**src/rtl/lsm_pkg.sv**
```systemverilog
package lsm_pkg;
  localparam int CH_NUM = 4;
  localparam int CLK_HZ = 100_000_000;
  // register indices; byte address is four times the index
  localparam logic [7:0] IDX_MASK = 8'h11;
  localparam logic [7:0] IDX_EDGE = 8'h13;
  localparam logic [7:0] IDX_LINE_STATUS_ZERO = 8'h14;
  localparam logic [7:0] IDX_LINE_STATUS_ONE = 8'h15;
  localparam logic [7:0] IDX_ISTS = 8'h16;
  localparam logic [7:0] IDX_CTRL = 8'h17;
  // status and control bit positions
  localparam int B_EQ = 7;
  localparam int B_UP = 6;
  localparam int B_DOWN = 5;
  localparam int B_PAT = 4;
  localparam int B_TCLK = 3;
  localparam int B_DF = 2;
  localparam int B_AIS = 1;
  localparam int B_LOS = 0;
  localparam int B_RLP = 5;
  localparam int B_AUTO_REMOTE_LOOP_ENABLE = 0;
  // reset values
  localparam logic [7:0] RST_MASK = 8'hff;
  localparam logic [7:0] RST_EDGE = 8'h00;
  localparam logic [7:0] RST_STAT = 8'h00;
  localparam logic [7:0] RST_CTRL = 8'h00;
  // bits that follow their input directly
  localparam logic [7:0] LEVEL_BITS = 8'h97;
  // timing
  localparam int QUAL_SHORT_MS = 40;
  localparam int QUAL_LONG_MS = 5100;
  localparam int QUAL_SHORT_CYC = QUAL_SHORT_MS * (CLK_HZ / 1000);
  localparam int QUAL_LONG_CYC = QUAL_LONG_MS * (CLK_HZ / 1000);
  localparam logic [7:0] TCLK_LOSS_CYC = 8'h46;
  // error rate window: under 10 errors in 1000 bits
  localparam logic [9:0] BER_WIN_BITS = 10'h3e8;
  localparam logic [9:0] BER_ERR_LIM = 10'h00a;
endpackage

```
**src/rtl/lsm_top.sv**
```systemverilog
// The Wishbone slave port is this design's own decision.
`timescale 1ns/10ps
// Function
// - status bit 7 is one while the equalizer is out of range
// - bit 6 sets after the activate code is held longer than t
// - bit 6 stays set through bit errors while error rate under 1e-2
// - t is 40 ms without auto remote loop, 5.1 s with it
// - rising edge of bit 6 closes the remote loopback
// - bit 5 sets after the deactivate code is held longer than t
// - bit 5 stays set through bit errors while error rate under 1e-2
// - rising edge of bit 5 opens the remote loopback unless bit 6 rises in the same cycle
// - bit 4 shows test pattern lock in real time
// - bit 3 sets when tx clock has not toggled for over 70 cycles
// - bit 2 is one while a driver short circuit is detected
// - bit 1 is one while alarm indication signal is detected
// - bit 0 is one while loss of signal is detected
// - unmasked bit with edge select zero gives event on rise only
// - unmasked bit with edge select one gives event on any change
// - two read-only line status registers per channel, reset to zero
// - mask bits reset to one; zero enables the source
// - events latch in interrupt status, cleared by a read
module lsm_top #(
  parameter int unsigned QUAL_SHORT_CYC = lsm_pkg::QUAL_SHORT_CYC,
  parameter int unsigned QUAL_LONG_CYC = lsm_pkg::QUAL_LONG_CYC
) (
  // clock and reset
  input wire logic clk_sys_in,
  input wire logic nrst_in,
  // wishbone slave
  input wire logic [11:0] wb_adr_in,
  input wire logic [31:0] wb_dat_in,
  input wire logic [3:0] wb_sel_in,
  input wire logic wb_we_in,
  input wire logic wb_cyc_in,
  input wire logic wb_stb_in,
  output logic wb_ack_out,
  output logic [31:0] wb_dat_out,
  // line conditions, one bit per channel
  input wire logic [3:0] eq_out_range_in,
  input wire logic [3:0] loop_up_match_in,
  input wire logic [3:0] loop_down_match_in,
  input wire logic [3:0] pattern_detect_in,
  input wire logic [3:0] channel_tx_clock_in,
  input wire logic [3:0] driver_short_in,
  input wire logic [3:0] ais_detect_in,
  input wire logic [3:0] signal_loss_in,
  // received code bit strobe, same clock
  input wire logic [3:0] code_bit_strobe_in,
  // outputs
  output logic [3:0] remote_loop_out,
  output logic irq_out
);
  logic [7:0] sync1_reg [4];
  logic [7:0] sync2_reg [4];
  logic [7:0] lvl_reg [4];
  logic [7:0] prev_reg [4];
  logic [7:0] stat_w [4];
  logic [7:0] mask_reg [4];
  logic [7:0] edge_reg [4];
  logic [7:0] ists_reg [4];
  logic [3:0] auto_remote_loop_enable_reg;
  logic [3:0] rlp_reg;
  logic [3:0] tclk_d_reg;
  logic [3:0] tclk_loss_reg;
  logic [7:0] idle_cnt_reg [4];
  logic [1:0] code_flag_reg [4];
  logic [31:0] qual_cnt_reg [4][2];
  logic [9:0] bit_cnt_reg [4][2];
  logic [9:0] err_cnt_reg [4][2];
  logic [3:0] rd_clr;
  logic [3:0] irq_ch;
  logic ack_reg;
  logic [31:0] rdat_reg;
  logic acc;
  logic [9:0] idx;
  logic [1:0] ch;
  logic [7:0] reg_idx;
  logic [1:0] run_cnt_reg;

  assign acc = wb_cyc_in & wb_stb_in & ~ack_reg;
  assign idx = wb_adr_in[11:2];
  assign ch = idx[7:6];
  assign reg_idx = {2'b00, idx[5:0]};
  assign wb_ack_out = ack_reg;
  assign wb_dat_out = rdat_reg;
  assign remote_loop_out = rlp_reg;
  assign irq_out = |irq_ch;

  genvar c, k;
  for (c = 0; c < lsm_pkg::CH_NUM; c++) begin : g_ch
    logic [7:0] raw;
    assign raw = {eq_out_range_in[c], loop_up_match_in[c],
      loop_down_match_in[c], pattern_detect_in[c],
      channel_tx_clock_in[c], driver_short_in[c],
      ais_detect_in[c], signal_loss_in[c]};
    assign stat_w[c] = (lvl_reg[c] & lsm_pkg::LEVEL_BITS) |
      {1'b0, code_flag_reg[c], 1'b0, tclk_loss_reg[c], 3'b000};
    assign rd_clr[c] = acc & ~wb_we_in & (idx[9:8] == 2'b00) &
      (ch == 2'(c)) & (reg_idx == lsm_pkg::IDX_ISTS);
    assign irq_ch[c] = |(ists_reg[c] & ~mask_reg[c]);

    // input synchroniser
    always_ff @(posedge clk_sys_in) begin
      if (!nrst_in) begin
        sync1_reg[c] <= lsm_pkg::RST_STAT;
        sync2_reg[c] <= lsm_pkg::RST_STAT;
      end else begin
        sync1_reg[c] <= raw;
        sync2_reg[c] <= sync1_reg[c];
      end
    end

    // real-time level bits
    always_ff @(posedge clk_sys_in) begin
      if (!nrst_in) begin
        lvl_reg[c] <= lsm_pkg::RST_STAT;
      end else begin
        lvl_reg[c] <= sync2_reg[c];
      end
    end

    // tx clock activity
    always_ff @(posedge clk_sys_in) begin
      if (!nrst_in) begin
        tclk_d_reg[c] <= 1'b0;
        idle_cnt_reg[c] <= 8'h00;
        tclk_loss_reg[c] <= 1'b0;
      end else begin
        tclk_d_reg[c] <= sync2_reg[c][lsm_pkg::B_TCLK];
        if (tclk_d_reg[c] != sync2_reg[c][lsm_pkg::B_TCLK]) begin
          idle_cnt_reg[c] <= 8'h00;
          tclk_loss_reg[c] <= 1'b0;
        end else if (idle_cnt_reg[c] <= lsm_pkg::TCLK_LOSS_CYC) begin
          idle_cnt_reg[c] <= idle_cnt_reg[c] + 8'h01;
        end else begin
          tclk_loss_reg[c] <= 1'b1;
        end
      end
    end

    // inband loop code qualification, k=0 activate, k=1 deactivate
    for (k = 0; k < 2; k++) begin : g_code
      logic match;
      logic [31:0] lim;
      logic [9:0] err_next;
      assign match = sync2_reg[c][lsm_pkg::B_UP - k];
      assign lim = auto_remote_loop_enable_reg[c] ? QUAL_LONG_CYC : QUAL_SHORT_CYC;
      assign err_next = err_cnt_reg[c][k] + {9'h000, ~match};
      always_ff @(posedge clk_sys_in) begin
        if (!nrst_in) begin
          code_flag_reg[c][1-k] <= 1'b0;
          qual_cnt_reg[c][k] <= 32'h0000_0000;
          bit_cnt_reg[c][k] <= 10'h000;
          err_cnt_reg[c][k] <= 10'h000;
        end else if (!code_flag_reg[c][1-k]) begin
          bit_cnt_reg[c][k] <= 10'h000;
          err_cnt_reg[c][k] <= 10'h000;
          if (!match) begin
            qual_cnt_reg[c][k] <= 32'h0000_0000;
          end else if (qual_cnt_reg[c][k] >= lim) begin
            code_flag_reg[c][1-k] <= 1'b1;
            qual_cnt_reg[c][k] <= 32'h0000_0000;
          end else begin
            qual_cnt_reg[c][k] <= qual_cnt_reg[c][k] + 32'h0000_0001;
          end
        end else if (code_bit_strobe_in[c]) begin
          if (bit_cnt_reg[c][k] == lsm_pkg::BER_WIN_BITS - 10'h001) begin
            bit_cnt_reg[c][k] <= 10'h000;
            err_cnt_reg[c][k] <= 10'h000;
            if (err_next >= lsm_pkg::BER_ERR_LIM) begin
              code_flag_reg[c][1-k] <= 1'b0;
            end
          end else begin
            bit_cnt_reg[c][k] <= bit_cnt_reg[c][k] + 10'h001;
            err_cnt_reg[c][k] <= err_next;
          end
        end
      end
    end

    // remote loopback switching
    always_ff @(posedge clk_sys_in) begin
      if (!nrst_in) begin
        rlp_reg[c] <= 1'b0;
      end else if (stat_w[c][lsm_pkg::B_UP] &
          ~prev_reg[c][lsm_pkg::B_UP]) begin
        rlp_reg[c] <= 1'b1;
      end else if (stat_w[c][lsm_pkg::B_DOWN] &
          ~prev_reg[c][lsm_pkg::B_DOWN]) begin
        rlp_reg[c] <= 1'b0;
      end
    end

    // change detection and sticky interrupt status
    always_ff @(posedge clk_sys_in) begin
      if (!nrst_in) begin
        prev_reg[c] <= lsm_pkg::RST_STAT;
        ists_reg[c] <= lsm_pkg::RST_STAT;
      end else begin
        prev_reg[c] <= stat_w[c];
        ists_reg[c] <= (ists_reg[c] & ~{8{rd_clr[c]}}) |
          (stat_w[c] & ~prev_reg[c]) |
          (edge_reg[c] & (stat_w[c] ^ prev_reg[c]));
      end
    end
  end

  // wishbone acknowledge and run-time counter
  always_ff @(posedge clk_sys_in) begin
    if (!nrst_in) begin
      ack_reg <= 1'b0;
      run_cnt_reg <= 2'b00;
    end else begin
      ack_reg <= acc;
      if (run_cnt_reg != 2'b11) begin
        run_cnt_reg <= run_cnt_reg + 2'b01;
      end
    end
  end

  // register writes
  always_ff @(posedge clk_sys_in) begin
    if (!nrst_in) begin
      for (int i = 0; i < lsm_pkg::CH_NUM; i++) begin
        mask_reg[i] <= lsm_pkg::RST_MASK;
        edge_reg[i] <= lsm_pkg::RST_EDGE;
      end
      auto_remote_loop_enable_reg <= 4'h0;
    end else if (acc & wb_we_in & wb_sel_in[0] & (idx[9:8] == 2'b00)) begin
      if (reg_idx == lsm_pkg::IDX_MASK) begin
        mask_reg[ch] <= wb_dat_in[7:0];
      end else if (reg_idx == lsm_pkg::IDX_EDGE) begin
        edge_reg[ch] <= wb_dat_in[7:0];
      end else if (reg_idx == lsm_pkg::IDX_CTRL) begin
        auto_remote_loop_enable_reg[ch] <= wb_dat_in[lsm_pkg::B_AUTO_REMOTE_LOOP_ENABLE];
      end
    end
  end

  // register reads
  always_ff @(posedge clk_sys_in) begin
    if (!nrst_in) begin
      rdat_reg <= 32'h0000_0000;
    end else if (acc) begin
      rdat_reg <= 32'h0000_0000;
      if (wb_we_in || idx[9:8] != 2'b00) begin
        rdat_reg <= 32'h0000_0000;
      end else if (reg_idx == lsm_pkg::IDX_MASK) begin
        rdat_reg[7:0] <= mask_reg[ch];
      end else if (reg_idx == lsm_pkg::IDX_EDGE) begin
        rdat_reg[7:0] <= edge_reg[ch];
      end else if (reg_idx == lsm_pkg::IDX_LINE_STATUS_ZERO) begin
        rdat_reg[7:0] <= stat_w[ch];
      end else if (reg_idx == lsm_pkg::IDX_LINE_STATUS_ONE) begin
        rdat_reg[lsm_pkg::B_RLP] <= rlp_reg[ch];
      end else if (reg_idx == lsm_pkg::IDX_ISTS) begin
        rdat_reg[7:0] <= ists_reg[ch];
      end else if (reg_idx == lsm_pkg::IDX_CTRL) begin
        rdat_reg[lsm_pkg::B_AUTO_REMOTE_LOOP_ENABLE] <= auto_remote_loop_enable_reg[ch];
      end
    end
  end

  // checks on the channels the tests exercise
  // independent idle count of the synced tx clock on channel 2
  logic [7:0] tclk_idle_chk_reg;
  logic tclk_sync_chk_reg;

  always_ff @(posedge clk_sys_in) begin
    if (!nrst_in) begin
      tclk_idle_chk_reg <= 8'h00;
      tclk_sync_chk_reg <= 1'b0;
    end else begin
      tclk_sync_chk_reg <= sync2_reg[2][lsm_pkg::B_TCLK];
      if (tclk_sync_chk_reg != sync2_reg[2][lsm_pkg::B_TCLK]) begin
        tclk_idle_chk_reg <= 8'h00;
      end else if (tclk_idle_chk_reg != 8'hff) begin
        tclk_idle_chk_reg <= tclk_idle_chk_reg + 8'h01;
      end
    end
  end
endmodule

```
**config.mk**
```make
export PLATFORM = sky130hd
export DESIGN_NAME = lsm_top
export DESIGN_NICKNAME = d
export VERILOG_FILES = /design/src/rtl/lsm_pkg.sv /design/src/rtl/lsm_top.sv
export SDC_FILE = /design/constraint.sdc
export NUM_CORES = 1
export LEC_CHECK = 0
export BUFFER_PORTS_ARGS = -buffer_cell sky130_fd_sc_hd__buf_2
export CAP_MARGIN = 20
export CORE_ASPECT_RATIO = 2
export CORE_UTILIZATION = 28
export CTS_CLUSTER_DIAMETER = 120
export CTS_CLUSTER_SIZE = 40
export DETAILED_ROUTE_END_ITERATION = 16
export PLACE_DENSITY = 0.46
export SLEW_MARGIN = 30
export SYNTH_ARGS = -nofsm -noshare
export SYNTH_HDL_FRONTEND = slang
export SYNTH_SLANG_ARGS = --single-unit
```
**constraint.sdc**
```tcl
create_clock -name clk_sys_in -period 2.7 [get_ports clk_sys_in]
set_input_delay 0.135 -clock clk_sys_in [delete_from_list [all_inputs] [get_ports clk_sys_in]]
set_output_delay 0.135 -clock clk_sys_in [all_outputs]
set_load 0.005 [all_outputs]
```
==> key figures <==
Timing
  – Slew headroom: 60.8%
  – Final Max Slew Viols: 0
  – Final WS setup: -48.1 ps
  – Final hold violations: 0
  – Skew final: 37.5 ps
  – Min cycle time layout: 2750 ps
  – Fin crit share: 102%
  – Worst-Margin Slew: 587 ps
  – RSZ-0062 raised after global routing: yes
  – Max Fclk: 364 MHz
  – Endpoints failing setup: 59

Power
  – LEAKAGE: 15.0 nW
  – Maximum VDD drop: 0.000471 V
  – Power Density: 457 mW/mm^2

Placed design
  – Placed wire-length estimate: 67300 um
  – Dpl cells: 5299
  – Port bufs: 73
  – Routability cong.: 0.852

Floorplanning
  – Die area: 0.132 mm^2
  – Starting Density: 28.2%
  – Top-Level Pins: 127
  – Cell row count: 187
  – Core area: 0.130 mm^2
  – Die Width: 257 um
  – Height of the die: 513 um

Yosys
  – Post-Syn Instances: 3471
  – Async S/R FF share, synth: 0%
  – Mapped cell area: 0.0365 mm^2
  – Avg Inst Size Synth: 10.5 um^2
  – Yosys reg bits: 693
  – Post-synth top flop: edfxtp_1
  – Sequential share of the synthesized area: 52.2%
  – Synth cell types: 75
  – Syn. warnings: 0
  – EDFF count, synth: 519

Detailed routing
  – DRC: 0
  – Routed wire per std cell: 17.1 um
  – First-pass DRT Iterations: 7
  – Antenna-violating nets left: 0
  – Vias post-DR: 25400
  – Iter 0 DRT Violations: 1208
  – Via density: 4.69
  – Overall routed net length: 92800 um

Final layout
  – Final Core Density: 32.0%
  – Area Growth Syn to Fin: 13.4%
  – Largest register FFs: 256
  – Share of post-route cells with drive strength above 1: 10.5%
  – Final nets: 3966
  – Finished Layout Cells: 5410
  – Most common cell after layout, fill and taps aside: nor2_1
  – Fillers: 13500
  – Most frequent cells in the layout: nor2_1 (587), edfxtp_1 (519), inv_1 (202), xor2_1 (190), nand2_1 (188)

Worst setup path
  – Worst EP arrival: 3260 ps
  – Kind of critical path: reg -> reg
  – Nature of the critical path endpoint: flip-flop
  – Req. time, crit path: 3210 ps
  – Crit Path Max Fanout: 12
  – Reg2Reg Depth: 9
  – Element type at the critical path start: flip-flop

GRT
  – Largest net degree at the start of global routing: 89
  – Initial antenna violation count: 6
  – Vias in the first global route: 25600
  – Total track usage: 13.8%
  – Grt ovf: 0
  – First-pass GRT wire length: 145000 um

Run
  – Max Cap Violations: 0

Clocking
  – Total CTS buffers: 21
  – Worst-Skew Late Latency: 650 ps
  – H-tree Lvls: 1
  – Max clock buf depth: 3
  – TritonCTS Sinks: 693
  – Root Driver: clkbuf_16
  – Clock edge transition at the registers on the reported setup and hold paths: 160 ps
  – CTS tree: yes

Outcome
  – Violations in the final reports: negative setup slack
  – Status: finished with violations

Hold path
  – Hold depth: 5
  – Hold Path Class: in -> reg
[routing by layer]
layer | track usage [%] | up-vias | share of wire, %
met3 | 0.998 | 105 | 2.3
met4 | 4.64 | 6 | 3.1
li1 | - | 12600 | -
met2 | 26.6 | 327 | 54
met5 | 0 | - | 0.045
met1 | 15.7 | 12300 | 41
[path summary, 6_finish.rpt]
check	slack, ps	endpoint	startpoint
worst max-delay path	-50	qual_cnt_reg[3][51]$_SDFFCE_PN0P_	auto_remote_loop_enable_reg[3]$_SDFFE_PN0P_
worst min-delay path	60	wb_dat_out[5]$_SDFFE_PN0P_	wb_adr_in[11]
worst max register to register	-50	qual_cnt_reg[3][51]$_SDFFCE_PN0P_	auto_remote_loop_enable_reg[3]$_SDFFE_PN0P_
worst min register to register	440	sync2_reg[0][2]$_SDFF_PN0_	sync1_reg[0][2]$_SDFF_PN0_
[critical path, cell delays in order, from the launching register on]
cell	delay, ps
dfxtp_4	420
clkinvlp_4	140
ha_1	330
and3_1	200
a221o_1	340
a21oi_1	150
o211ai_1	150
or4_4	480
bufbuf_16	310
nor2_1	90
[area by class of cell]
cell class | instances | area (um^2) | area share [%]
Sequential cell | 693 | 19100 | 46.1
Multi-Input combinational cell | 2467 | 16300 | 39.3
Timing Repair Buffer | 302 | 2510 | 6.06
Tap cell | 1701 | 2130 | 5.14
Inverter | 207 | 785 | 1.89
Clock buffer | 35 | 578 | 1.40
Clock inverter | 2 | 32.5 | 0.0785
Timing Repair inverter | 1 | 7.51 | 0.0181
Antenna cell | 2 | 5.00 | 0.0121
[stage by stage]
stage | area (um^2) | TNS [ps] | power [mW] | hold WS (ps) | setup WS, ps
2_1_floorplan | 36700 | 0 | 13.6 | 262 | 3.65
3_3_place_gp | 39800 | -12790 | 14.2 | 346 | -190
3_5_place_dp | 39800 | -19680 | 14.2 | 344 | -199
4_1_cts | 41100 | -2370 | 19.3 | 32.0 | -72.9
5_1_grt | 41400 | -16210 | 19.8 | 101 | -204
6_report | 41400 | -1420 | 18.9 | 58.1 | -48.1
[repair_timing]
item | CTS | global route
buffers inserted | 8 | 11
hold buffers | 48 | 0
pin swaps | 17 | 7
endpoints found under the setup margin | 244 | 243
gates cloned | 4 | 2
resized for setup | 30 | 33
hold endpoints to repair | 117 | 0
[power by group]
part | internal (mW) | total [mW] | leakage (nW) | switching [mW]
Combinational | 0.753 | 1.68 | 7.51 | 0.930
Sequential | 11.9 | 12.4 | 7.25 | 0.480
Clock | 1.53 | 4.89 | 0.290 | 3.36
Total | 14.2 | 18.9 | 15.0 | 4.77
[Yosys cell counts (10+ instances only)]
| cell type | number | area share, % |
|---|---|---|
| a211oi_1 | 15 | 0.31 |
| a21oi_1 | 61 | 0.84 |
| a221oi_1 | 36 | 0.86 |
| a22o_1 | 10 | 0.24 |
| a31oi_1 | 16 | 0.27 |
| and2_1 | 142 | 2.4 |
| and3_1 | 100 | 1.7 |
| and4_1 | 23 | 0.55 |
| buf_2 | 19 | 0.26 |
| buf_4 | 28 | 0.58 |
| clkbuf_1 | 86 | 0.88 |
| dfxtp_1 | 174 | 9.5 |
| edfxtp_1 | 519 | 43 |
| ha_1 | 184 | 6.3 |
| inv_1 | 207 | 2.1 |
| mux2i_1 | 15 | 0.41 |
| mux4_2 | 34 | 2.1 |
| nand2_1 | 188 | 1.9 |
| nand2b_1 | 21 | 0.36 |
| nand3_1 | 174 | 2.4 |
| nand4_1 | 93 | 1.6 |
| nand4b_1 | 12 | 0.29 |
| nor2_1 | 593 | 6.1 |
| nor2b_1 | 11 | 0.19 |
| nor3_1 | 59 | 0.81 |
| nor4_1 | 16 | 0.27 |
| o21ai_0 | 59 | 0.81 |
| o22ai_1 | 23 | 0.39 |
| or2_2 | 25 | 0.43 |
| or3_1 | 30 | 0.51 |
| xnor2_1 | 178 | 4.3 |
| xor2_1 | 190 | 4.6 |
[cells by family (layout without fill, tap and decap cells)]
group | count (synthesis) | count (layout) | synth area share, %
adder cells (fa/ha/maj) | 184 | 184 | 6.30
multiplexers | 50 | 50 | 2.54
flip-flops | 693 | 693 | 52.2
buffers and inverters | 355 | 547 | 4.21
AO/OA/AOI/OAI | 299 | 299 | 5.54
AND/OR/NAND/NOR | 1521 | 1522 | 20.4
other | 1 | 46 | 0.0103
XOR/XNOR | 368 | 368 | 8.83
No activity file was read; power rests on OpenSTA's default activity.
